**config.mk**
```make
export PLATFORM = sky130hd
export DESIGN_NAME = iwd_watchdog
export DESIGN_NICKNAME = d
export VERILOG_FILES = /design/src/iwd_pkg.sv /design/src/iwd_watchdog.sv
export SDC_FILE = /design/constraint.sdc
export NUM_CORES = 1
export LEC_CHECK = 0
export ABC_CLOCK_PERIOD_IN_PS = 2200
export BUFFER_PORTS_ARGS = -buffer_cell sky130_fd_sc_hd__buf_2
export CAP_MARGIN = 25
export CORE_ASPECT_RATIO = 0.75
export CORE_MARGIN = 2
export CORE_UTILIZATION = 54
export DETAILED_ROUTE_END_ITERATION = 10
export GPL_ROUTABILITY_DRIVEN = 0
export PLACE_DENSITY = 0.76
export SETUP_SLACK_MARGIN = 0.15
export SYNTH_ARGS = -nofsm -noshare
export SYNTH_HDL_FRONTEND = slang
export SYNTH_SLANG_ARGS = --single-unit
```
**constraint.sdc**
```tcl
create_clock -name clk_i -period 2.2 [get_ports clk_i]
set_input_delay 0 -clock clk_i [delete_from_list [all_inputs] [get_ports clk_i]]
set_output_delay 0 -clock clk_i [all_outputs]
set_load 0.02 [all_outputs]
```
**src/iwd_pkg.sv**
```systemverilog
// Purpose: constants and types for the indexed-port watchdog timer
// Assumes: 10 MHz clock, host I/O cycles arrive as one-cycle strobes on clk_i
// Notes:   register indices are the index-port values written by the host
// Functional notes
// two consecutive writes of the unlock key to the index port enter configuration mode.
// the host writes a register index to the index port, then reads or writes it through the data port.
// writing the watchdog bank number to the bank-select register makes watchdog registers reachable.
// the watchdog runs only when the activation register holds one, and is disabled after reset.
// bit 3 of the unit register selects minutes when one and seconds when zero, seconds by default.
// the count register holds the timeout length; zero stops the timer, 01 to FF run it.
// when the count runs out before a refresh, the timeout output is raised.
// any write to the count register restarts the countdown from the new value.
// with bit 6 of the control register set, keyboard activity refreshes the count.
// writing one to bit 5 of the control register forces a timeout and the bit clears itself.
// bit 4 of the control register reads one once the watchdog has timed out.
// writing the lock key to the index port leaves configuration mode.
// a one-second or one-minute tick from the clock decrements a nonzero count while enabled.
// while locked, data-port accesses are ignored and index writes only count as unlock key bytes.
package iwd_pkg;
    // port addresses
    localparam logic [7:0] IWD_PORT_INDEX  = 8'h2E;
    localparam logic [7:0] IWD_PORT_DATA   = 8'h2F;
    // keys and bank
    localparam logic [7:0] IWD_KEY_UNLOCK  = 8'h87;
    localparam logic [7:0] IWD_KEY_LOCK    = 8'hAA;
    localparam logic [7:0] IWD_BANK_WDT    = 8'h08;
    // register indices
    localparam logic [7:0] IWD_REG_BANK    = 8'h07;
    localparam logic [7:0] IWD_REG_ACT     = 8'h30;
    localparam logic [7:0] IWD_REG_UNIT    = 8'hF5;
    localparam logic [7:0] IWD_REG_COUNT   = 8'hF6;
    localparam logic [7:0] IWD_REG_CTRL    = 8'hF7;
    // fields
    localparam int         IWD_ACT_BIT     = 0;
    localparam int         IWD_UNIT_BIT    = 3;
    localparam int         IWD_KBD_BIT     = 6;
    localparam int         IWD_FORCE_BIT   = 5;
    localparam int         IWD_STAT_BIT    = 4;
    localparam logic [7:0] IWD_RST_BYTE    = 8'h00;
    localparam logic [7:0] IWD_BANK_RST    = 8'h00;
    // timing
    localparam int         IWD_CLK_HZ      = 10_000_000;
    localparam int         IWD_SEC_S       = 1;
    localparam int         IWD_SEC_CYC     = IWD_CLK_HZ * IWD_SEC_S;
    localparam int         IWD_MIN_S       = 60;
    localparam logic [5:0] IWD_MIN_LAST    = 6'(IWD_MIN_S - 1);

    typedef enum logic [1:0] {
        IWD_LOCKED = 2'b00,
        IWD_KEY1   = 2'b01,
        IWD_OPEN   = 2'b11
    } iwd_cfg_t;

    typedef struct packed {
        logic       wr;
        logic       rd;
        logic [7:0] addr;
        logic [7:0] wdata;
    } iwd_io_t;
endpackage : iwd_pkg

```
**src/iwd_watchdog.sv**
```systemverilog
// Purpose: watchdog timer behind an index/data I/O port pair with key lock
// Assumes: io_i strobes are one clk_i cycle, same clock domain
// Notes:   timeout_o stays high until the count is rewritten or timer disabled
`timescale 1ns/1ns
module iwd_watchdog
    import iwd_pkg::*;
#(
    parameter int SEC_CYC = IWD_SEC_CYC
)
(
    // clock and reset
    input  wire logic       clk_i,
    input  wire logic       rst_b_i,
    // host i/o cycles
    input  wire iwd_io_t    io_i,
    output      logic [7:0] rdata_o,
    // keyboard activity pin
    input  wire logic       kbd_act_i,
    // timeout signal
    output      logic       timeout_o
);
    iwd_cfg_t    cfg_r,    cfg_nxt;
    logic [7:0]  index_r,  index_nxt;
    logic [7:0]  bank_r,   bank_nxt;
    logic        act_r,    act_nxt;
    logic        unit_r,   unit_nxt;
    logic [7:0]  count_r,  count_nxt;
    logic        kbd_en_r, kbd_en_nxt;
    logic        to_r,     to_nxt;
    logic [7:0]  rdata_r,  rdata_nxt;
    logic [31:0] pre_r,    pre_nxt;
    logic [5:0]  min_r,    min_nxt;
    logic        kbd_s1_r, kbd_s2_r, kbd_s3_r;
    logic        idx_wr, dat_wr, dat_rd, wdt_sel, tick_sec, tick, kbd_edge, kbd_ref;

    assign idx_wr   = io_i.wr && io_i.addr == IWD_PORT_INDEX;
    assign dat_wr   = io_i.wr && io_i.addr == IWD_PORT_DATA && cfg_r == IWD_OPEN;
    assign dat_rd   = io_i.rd && io_i.addr == IWD_PORT_DATA && cfg_r == IWD_OPEN;
    assign wdt_sel  = bank_r == IWD_BANK_WDT;
    assign kbd_edge = kbd_s2_r && !kbd_s3_r;
    assign tick_sec = pre_r == 32'(SEC_CYC - 1);
    assign tick     = tick_sec && (!unit_r || min_r == IWD_MIN_LAST);
    assign kbd_ref  = kbd_en_r && kbd_edge && act_r && count_r != 8'h00;

    // keyboard pin synchroniser
    always_ff @(posedge clk_i)
    begin
        if (!rst_b_i)
        begin
            kbd_s1_r <= 1'b0;
            kbd_s2_r <= 1'b0;
            kbd_s3_r <= 1'b0;
        end
        else
        begin
            kbd_s1_r <= kbd_act_i;
            kbd_s2_r <= kbd_s1_r;
            kbd_s3_r <= kbd_s2_r;
        end
    end

    // key lock state
    always_comb
    begin
        cfg_nxt = cfg_r;
        if (idx_wr)
        begin
            case (cfg_r)
                IWD_LOCKED: cfg_nxt = (io_i.wdata == IWD_KEY_UNLOCK) ? IWD_KEY1 : IWD_LOCKED;
                IWD_KEY1:   cfg_nxt = (io_i.wdata == IWD_KEY_UNLOCK) ? IWD_OPEN : IWD_LOCKED;
                IWD_OPEN:   cfg_nxt = (io_i.wdata == IWD_KEY_LOCK) ? IWD_LOCKED : IWD_OPEN;
                default:    cfg_nxt = IWD_LOCKED;
            endcase
        end
    end

    // register file and countdown
    always_comb
    begin
        index_nxt  = index_r;
        bank_nxt   = bank_r;
        act_nxt    = act_r;
        unit_nxt   = unit_r;
        count_nxt  = count_r;
        kbd_en_nxt = kbd_en_r;
        to_nxt     = to_r;
        rdata_nxt  = rdata_r;
        pre_nxt    = tick_sec ? 32'h0 : pre_r + 32'h1;
        min_nxt    = (tick_sec && unit_r) ? ((min_r == IWD_MIN_LAST) ? 6'h0 : min_r + 6'h1) : min_r;
        if (act_r && count_r != 8'h00 && tick)
        begin
            count_nxt = count_r - 8'h01;
            if (count_r == 8'h01)
                to_nxt = 1'b1;
        end
        // refresh outranks a tick in the same cycle, timeout included
        if (kbd_ref)
        begin
            count_nxt = count_r;
            to_nxt    = to_r;
            pre_nxt   = 32'h0;
            min_nxt   = 6'h0;
        end
        if (idx_wr && cfg_r == IWD_OPEN)
            index_nxt = io_i.wdata;
        if (dat_wr)
        begin
            if (index_r == IWD_REG_BANK)
                bank_nxt = io_i.wdata;
            else if (wdt_sel)
            begin
                case (index_r)
                    IWD_REG_ACT:  act_nxt = io_i.wdata == 8'h01;
                    IWD_REG_UNIT: unit_nxt = io_i.wdata[IWD_UNIT_BIT];
                    IWD_REG_COUNT:
                    begin
                        count_nxt = io_i.wdata;
                        to_nxt    = 1'b0;
                        pre_nxt   = 32'h0;
                        min_nxt   = 6'h0;
                    end
                    IWD_REG_CTRL:
                    begin
                        kbd_en_nxt = io_i.wdata[IWD_KBD_BIT];
                        if (io_i.wdata[IWD_FORCE_BIT])
                            to_nxt = 1'b1;
                    end
                    default: ;
                endcase
            end
        end
        if (dat_rd)
        begin
            rdata_nxt = IWD_RST_BYTE;
            if (wdt_sel)
            begin
                case (index_r)
                    IWD_REG_ACT:   rdata_nxt = {7'h00, act_r};
                    IWD_REG_UNIT:  rdata_nxt = {4'h0, unit_r, 3'h0};
                    IWD_REG_COUNT: rdata_nxt = count_r;
                    IWD_REG_CTRL:  rdata_nxt = {1'b0, kbd_en_r, 1'b0, to_r, 4'h0};
                    default:       rdata_nxt = IWD_RST_BYTE;
                endcase
            end
        end
        if (!act_nxt)
            to_nxt = 1'b0;
    end

    always_ff @(posedge clk_i)
    begin
        if (!rst_b_i)
        begin
            cfg_r    <= IWD_LOCKED;
            index_r  <= IWD_RST_BYTE;
            bank_r   <= IWD_BANK_RST;
            act_r    <= 1'b0;
            unit_r   <= 1'b0;
            count_r  <= IWD_RST_BYTE;
            kbd_en_r <= 1'b0;
            to_r     <= 1'b0;
            rdata_r  <= IWD_RST_BYTE;
            pre_r    <= 32'h0;
            min_r    <= 6'h0;
        end
        else
        begin
            cfg_r    <= cfg_nxt;
            index_r  <= index_nxt;
            bank_r   <= bank_nxt;
            act_r    <= act_nxt;
            unit_r   <= unit_nxt;
            count_r  <= count_nxt;
            kbd_en_r <= kbd_en_nxt;
            to_r     <= to_nxt;
            rdata_r  <= rdata_nxt;
            pre_r    <= pre_nxt;
            min_r    <= min_nxt;
        end
    end

    assign rdata_o   = rdata_r;
    assign timeout_o = to_r;
endmodule : iwd_watchdog

```
# After elaboration in Yosys (flattened, before gate mapping)

Cells that the tools add are included.

Memories kept: 0
Input bits: 21
Output and inout port bits: 9
Logic and storage cells: 94
RAM bits: 0
Latch bits: 0
Bits in read-only memories: 0
Flip-flop bits (word level): 79

Div/mod/pow operators: 0
Mux-type cells: 37
Shift-type cells: 0
Add/subtract/negate cells: 3
Magnitude comparators: 0
Eq/ne operators: 16
$mul: 0
Reductions and logical operators: 23
Bitwise operators: 1

Operators by type and width:

| kind                                              | count |
|---|---|
| two-way mux 32 bit                                | 6 |
| two-way mux 8 bit                                 | 7 |
| two-way mux 6 bit                                 | 7 |
| == test 8 bit (second input constant)             | 5 |
| adder 32 x 1 -> 32 bit (second input constant)    | 1 |
| == test 32 x 24 -> 1 bit (second input constant)  | 1 |
| case mux 8 bit (4 select lines)                   | 1 |
| == test 8 x 6 -> 1 bit (second input constant)    | 3 |
| == test 8 x 1 -> 1 bit (second input constant)    | 2 |
| logical AND 1 bit                                 | 14 |
| two-way mux 1 bit                                 | 12 |
| == test 8 x 3 -> 1 bit (second input constant)    | 1 |
| == test 8 x 4 -> 1 bit (second input constant)    | 1 |
| AND reduction 4 bit                               | 2 |
| nonzero test 8 bit                                | 1 |
| subtractor 8 x 1 -> 8 bit (second input constant) | 1 |
| adder 6 x 1 -> 6 bit (second input constant)      | 1 |
| == test 6 bit (second input constant)             | 1 |
| case mux 2 bit (3 select lines)                   | 1 |
| two-way mux 2 bit                                 | 2 |
| AND reduction 2 bit                               | 2 |
| == test 2 x 1 -> 1 bit (second input constant)    | 1 |
| == test 2 bit (second input constant)             | 1 |
| zero test 1 bit                                   | 2 |
| 4 further kinds                                   | 4 |

# Longest topological paths before layout

Gate-level depths: netlist (run 1).

Word-level depth: 11
Gate-level depth with buffers: 9
Gate-level depth less buffers: 8

# Worst setup path before layout (run 1)

OpenSTA, ideal clock, no wires.

Path kind: register to register
Start: register index_r[1]
End: register pre_r[15]
Buffers on the path: 3
Arrival time: 2,139 ps
Path slack: -53 ps
Clock period less this slack: 2,253 ps
Setup time: 115 ps
Data required time: 2,085 ps
Stages on the path, launching flop included: 10
Path through: dfxtp_1 inv_2 or4_4 or4_1 buf_2 o211ai_4 or2_1 buf_4 buf_6 nor2_1

Word-level cells in the longest chain between the ends: 5
Elaborated cells between the ends (all ways): 6
Those cells by class: eq/ne: 2; mux: 4

Ends and longest elaborated chain:

| element                | line                | text |
|---|---|---|
| from (decl)            | iwd_watchdog.sv:23  | `logic [7:0] index_r, index_nxt;` |
| from (signal assigned) | iwd_watchdog.sv:169 | `index_r <= index_nxt;` |
| == test 8 bit          | iwd_watchdog.sv:112 | `case (index_r)` |
| two-way mux 32 bit     | iwd_watchdog.sv:112 |  |
| two-way mux 32 bit     | iwd_watchdog.sv:110 | `else if (wdt_sel)` |
| two-way mux 32 bit *   | iwd_watchdog.sv:108 | `if (index_r == IWD_REG_BANK)` |
| two-way mux 32 bit *   | iwd_watchdog.sv:106 | `if (dat_wr)` |
| to (signal assigned)   | iwd_watchdog.sv:177 | `pre_r <= pre_nxt;` |
| to (decl)              | iwd_watchdog.sv:31  | `logic [31:0] pre_r, pre_nxt;` |

Every way passes the cells marked *; elsewhere a longest branch is shown, timed or not.
A chain may end at the register's enable or synchronous reset.

# Final worst setup path (run 1)

Start: register bank_r[1]
End: register pre_r[19]

Word-level cells in the longest chain between the ends: 4

Ends and longest elaborated chain:

| element                | line                | text |
|---|---|---|
| from (decl)            | iwd_watchdog.sv:24  | `logic [7:0] bank_r, bank_nxt;` |
| from (signal assigned) | iwd_watchdog.sv:170 | `bank_r <= bank_nxt;` |
| == test 8 x 4 -> 1 bit | iwd_watchdog.sv:39  | `assign wdt_sel = bank_r == IWD_BANK_WDT;` |
| two-way mux 32 bit     | iwd_watchdog.sv:110 |  |
| two-way mux 32 bit     | iwd_watchdog.sv:108 |  |
| two-way mux 32 bit     | iwd_watchdog.sv:106 |  |

Every way passes these cells.

==> results of run 1 <==
==> metal layers <==
layer  up-vias  part of all wire, %
li1       1709                    -
met5         -                    0
met1      1858                   40
met2       287                   46
met3        67                   10
met4         0                  3.8
==> power by group through the flow <==
stage / Combinational, mW / Sequential (mW) / Clock, mW
after floorplan: 0.0422 / 1.47 / 0
after global placement: 0.0795 / 1.47 / 0
after detailed placement: 0.0808 / 1.47 / 0
after CTS: 0.118 / 1.44 / 1.19
after global routing: 0.157 / 1.44 / 1.25
final: 0.152 / 1.44 / 1.20
==> layout make-up <==
type | instances | share of cell area [%]
Sequential cell | 79 | 30.5
Multi-Input combinational cell | 330 | 49.4
Tap cell | 84 | 2.00
Clock buffer | 11 | 2.50
Timing Repair Buffer | 84 | 13.4
Clock inverter | 5 | 1.57
Inverter | 9 | 0.642
==> repair_timing <==
action | in CTS | in global routing
endpoints found under the setup margin | 45 | 60
endpoints found under the hold margin | 17 | 0
gates resized for setup | 39 | 103
hold buffers | 8 | 0
pin swaps | 10 | 34
setup buffers | 8 | 6
gates cloned | 2 | 2
==> worst paths after layout <==
path | start | endpoint | slack (ns) | cells past startpoint
worst max register to register | bank_r[1] | pre_r[19] | -0.07 | 9
worst max-delay path | bank_r[1] | pre_r[19] | -0.07 | 9
worst min register to register | pre_r[0] | pre_r[0] | 0.43 | 1
worst min-delay path | io_i[3] | count_r[3] | 0.04 | 3
==> kinds of logic after synthesis <==
group,share of synthesized area [%]
AND/OR/NAND/NOR,31.3
flip-flops,41.7
AO/OA/AOI/OAI,7.68
XOR/XNOR,8.31
multiplexers,6.36
buffers and inverters,3.03
adder cells (fa/ha/maj),1.65
==> worst register-to-register path, stage by stage (launching register included) <==
cell and delay, ns:
dfxtp_1 0.36, nor4b_2 0.33, nand2_1 0.12, buf_4 0.16
or4_4 0.57, o211ai_4 0.11, or2_4 0.17, buf_6 0.12
buf_12 0.15, nor2_1 0.07
==> placed cells by master, fill, tap and decap left out, drive strengths merged, types with 5 or more instances in the layout <==
master       netlist  layout
a211oi             5       5
a21oi              6       6
a22oi              8       8
and3               8       8
buf                6      75
clkbuf             8      12
dfxtp             79      79
dlygate4sd3        0       8
ha                 5       5
inv                8       8
mux2i             23      23
nand2             24      24
nand3             20      20
nand4             22      22
nor2              86      86
nor3              10      10
nor4              13      13
nor4b              5       5
nor4bb             5       5
o21ai              6       6
or3                7       7
xnor2             14      14
xor2              22      22
==> state kept, by name, indices dropped and copies added, names as in the netlist <==
| name | flops |
|---|---|
| cfg_r | 2 |
| rdata_o | 8 |
| bank_r | 8 |
| kbd_s3_r | 1 |
| count_r | 8 |
| unit_r | 1 |
| kbd_s2_r | 1 |
| kbd_s1_r | 1 |
| kbd_en_r | 1 |
| pre_r | 32 |
| index_r | 8 |
| act_r | 1 |
| min_r | 6 |
| timeout_o | 1 |
==> per-stage QoR <==
| stage | power, mW | setup slack, ns | cell area [um^2] | setup TNS, ns | utilization [%] |
|---|---|---|---|---|---|
| after floorplan | 1.51 | 0.0948 | 3820 | 0 | - |
| after global placement | 1.55 | 0.00635 | 4210 | 0 | 61.9 |
| after detailed placement | 1.55 | -0.0698 | 4210 | -0.0698 | 61.9 |
| after CTS | 2.74 | 0.0626 | 4780 | 0 | 70.2 |
| after global routing | 2.85 | -0.0994 | 5270 | -2.26 | 77.4 |
| final | 2.79 | -0.0721 | 5270 | -1.46 | 77.4 |
==> metrics.cfg, run 1 <==
[place]
port-buffer-count = 29
dp.cells = 560
hpwl_um = 6220

[synth]
synth-seq-cells = 79
syn_area_mm2 = 0.00380
seq_area_frac_synth_pct = 41.7
synth.distinct_cells = 54
synth-warning-count = 0
synth_top_cell_by_area = dfxtp_1
yosys.cell_count.top_type = nor2_1
synth_top_area_share_pct = 41.7
synth_area_leaders = dfxtp_1, nor2_1, mux2i_1
synth_fp_nets = 458
avgSynthCellArea_um2 = 8.79
synth_common_cells = nor2_1, dfxtp_1, nand2_1
synth_edf_count = 0
postSynth.asyncResetShare_pct = 0
synth_flop_cell = dfxtp_1
synth_cells = 432

[route]
first_pass_iters = 5
drt-wirelength-per-cell_um = 21.0
first_iter_violations = 545
viasPerCell = 6.51
vias = 3921
route.antenna.remaining_nets = 0
drt-total-wl_um = 12600
drc = 0

[grt]
grt.busiest_layer = met1
met2_usage_pct = 37.4
grt_max_degree = 34
grt_pass1_wl_um = 16200
antenna_found_initial = 0
grt_pass1_vias = 3292
grtUsageTotal_pct = 26.5
gr-usage-met3_pct = 8.17
use_met1_pct = 38.7
overflow = 0

[cts]
cts_tree = built
h-tree-depth = 3
numCtsBuffers = 9
cts.sink_count = 79
clock_latency_ns = 0.36
clock_path_buffers = 2
root_buffer = clkbuf_8
clk_pin_slew_ns = 0.09

[timing]
slew_viol_final = 0
worstMarginPinSlew_ns = 0.486
hold_ws_ns = 0.0398
setup_viol = 32
final-hold-violation-count = 0
relSlewSlack_pct = 67.1
grt_setup_unrepaired = true
min_period_ns = 2.27
skew_ns = 0.0126
fmax_mhz = 440
layout_setup_ws_ns = -0.0721
fin_crit_sh_pct = 103

[setup_path]
critPathBufInv = 3
crit_path_max_incr_delay_ns = 0.57
startpoint_type = flip-flop
crit_path_end_kind = flip-flop
path_cells = nor4b_2 > nand2_1 > buf_4 > or4_4 > o211ai_4 > or2_4 > buf_6 > buf_12 > nor2_1
cp.required_ns = 2.46
worstPathArrival_ns = 2.53
crit_family = simple AND/OR/NAND/NOR gates
critical-path-slowest-cell = or4_4
criticalPathCategory = flip-flop to flip-flop
crit_fanout = 8

[power]
p_int_mw = 2.14
ir_drop_mv = 0.419
netSwitchingFraction_pct = 23.2
power.switching_uw = 646
seqPwrFrac_pct = 51.6
power_density_mw_per_mm2 = 530
leakage_nw = 1.96
p_clk_share_pct = 42.9
comb_power_share_pct = 5.5

[finish]
multi_input_area_mm2 = 0.00260
diodes = 0
drive_gt1_share_pct = 37.5
synthToLayoutAreaGrowth_pct = 38.7
n_fill_cell = 378
fin_cells = 602
regArea_mm2 = 0.00161
fin_nets = 539

[status]
violations = negative setup slack
outcome = complete, but fails checks

[die]
die_w_um = 101
core_area_mm2 = 0.00680
row_count = 26
io_pins = 30
die_height_um = 76.6
dieArea_mm2 = 0.00772
start_util_pct = 55.8

[run]
max_cap_violations = 0

[worst_hold_path]
hold_class = primary input to flip-flop

Note: power is estimated with default switching activity, not from simulation.
==> inputs of run 2 (changes only) <==
==> constraint.sdc (replaced) <==
create_clock -name clk_i -period 2.2 [get_ports clk_i]
set_input_delay 0.11 -clock clk_i [delete_from_list [all_inputs] [get_ports clk_i]]
set_output_delay 0.11 -clock clk_i [all_outputs]
set_load 0.02 [all_outputs]
==> metrics.cfg, run 2 (synthesis results as in run 1) <==
[setup_path]
critical-path-slowest-cell = or4_4
crit_path_end_kind = flip-flop
worstPathArrival_ns = 2.40
cpMostUsedCell = or4_4
criticalPathCategory = flip-flop to flip-flop
path_cells = nand3b_4 > or4_4 > or4_4 > o211ai_4 > or2_4 > clkbuf_16 > nor2_1
startpoint_type = flip-flop
crit_path_max_incr_delay_ns = 0.52
cp.required_ns = 2.45
crit_fanout = 8

[cts]
clock_latency_ns = 0.35
cts.sink_count = 79
cts_tree = built
h-tree-depth = 3
root_buffer = clkbuf_8
numCtsBuffers = 9
clk_pin_slew_ns = 0.08
clock_path_buffers = 2

[finish]
fin_cells = 586
n_fill_cell = 517
synthToLayoutAreaGrowth_pct = 23.3
mostFrequentLayoutCells = nor2_1, dfxtp_1, buf_4
largest_register_ff_count = 32
fin_nets = 523
diodes = 0
regMostFlops = pre_r
layout_commonest_cell = nor2_1
multi_input_area_mm2 = 0.00221
regArea_mm2 = 0.00160
drive_gt1_share_pct = 24.3

[timing]
layout_setup_ws_ns = 0.0506
relSlewSlack_pct = 70.3
slew_viol_final = 0
hold_ws_ns = 0.0741
worstMarginPinSlew_ns = 0.442
fmax_mhz = 465
grt_setup_unrepaired = true
min_period_ns = 2.15
final-hold-violation-count = 0
fin_crit_sh_pct = 97.7
setup_viol = 0
skew_ns = 0.00534

[status]
outcome = finished, final reports clean

[grt]
use_met1_pct = 36.4
met2_usage_pct = 35.9
grt_max_degree = 34
overflow = 0
grt_pass1_wl_um = 15300
gr-usage-met3_pct = 7.71
grt_pass1_vias = 3183
antenna_found_initial = 0
grtUsageTotal_pct = 25.0
grt.busiest_layer = met1

[route]
first_pass_iters = 5
first_iter_violations = 322
drt-wirelength-per-cell_um = 16.1
viasPerCell = 6.00
drc = 0
vias = 3515
route.antenna.remaining_nets = 0
drt-total-wl_um = 9460

[power]
ir_drop_mv = 0.259
power_density_mw_per_mm2 = 609
leakage_nw = 1.88

[place]
port-buffer-count = 29
dp.cells = 562
hpwl_um = 6350
post-place-ws_ns = -0.0902

[die]
core_area_mm2 = 0.00680
die_w_um = 101
io_pins = 30
dieArea_mm2 = 0.00772
start_util_pct = 55.8
row_count = 26
die_height_um = 76.6

[run]
max_cap_violations = 0

[worst_hold_path]
hold_class = primary input to flip-flop

==> run 2: changes by cell type in the layout (fill, tap and decap cells not counted), moves of 4 or more <==
cell	previous run	this run
buf_6	6	1
nor2_4	27	0
a211oi_1	0	5
dfxtp_2	17	12
nor2_1	51	85
a21oi_1	1	5
nor2_2	8	1
dlygate4sd3_1	8	1
a211oi_2	5	0
dfxtp_1	61	67
a21oi_2	5	1
==> run 2: worst max-delay path, delay by kind of cell (launching register included) <==
kind / cells / cell delay (ns)
simple gates: 5 / 1.44
compound gates: 1 / 0.10
flops: 1 / 0.34
buf+inv: 1 / 0.17
==> run 2: repair_timing <==
item	CTS	global route
hold endpoints to repair	1	0
cloned	1	2
endpoints found under the setup margin	43	59
hold buffers	1	0
buffers inserted	2	2
resized for setup	12	21
pin swaps	0	5
==> run 2: routing by layer <==
metal | up-vias | wire length (um)
met3 | 17 | 892
met4 | 0 | 106
met2 | 168 | 4030
met1 | 1654 | 4440
li1 | 1676 | -
met5 | - | 0
==> run 2: area by class of cell <==
cell class	instances	area share, %
Tap cell	84	2.25
Clock buffer	11	3.02
Clock inverter	5	2.22
Multi-Input combinational cell	330	47.2
Inverter	9	0.722
Timing Repair Buffer	68	10.5
Sequential cell	79	34.1
==> run 2: final timing paths <==
kind,from,endpoint,slack (ns),cells past startpoint
worst max-delay path,index_r[3],pre_r[27],0.05,7
worst min-delay path,io_i[0],bank_r[0],0.07,3
worst min register to register,kbd_s1_r,kbd_s2_r,0.44,1
worst max register to register,index_r[3],pre_r[27],0.05,7
==> run 2: power breakdown <==
group / switching [mW] / total (mW) / internal [mW]
clock network: 0.522 / 1.31 / 0.787
registers: 0.00532 / 1.44 / 1.44
logic: 0.0574 / 0.101 / 0.0436
total: 0.584 / 2.85 / 2.27
==> run 2: per-stage QoR <==
step	instance area, um^2	utilization [%]	setup TNS, ns	power (mW)
final	4680	68.8	0	2.85
after global routing	4680	68.8	0	2.95
after CTS	4570	67.2	0	2.86
after detailed placement	4220	62.1	-0.0902	1.55
after global placement	4220	62.1	0	1.55
after floorplan	3820	-	0	1.51
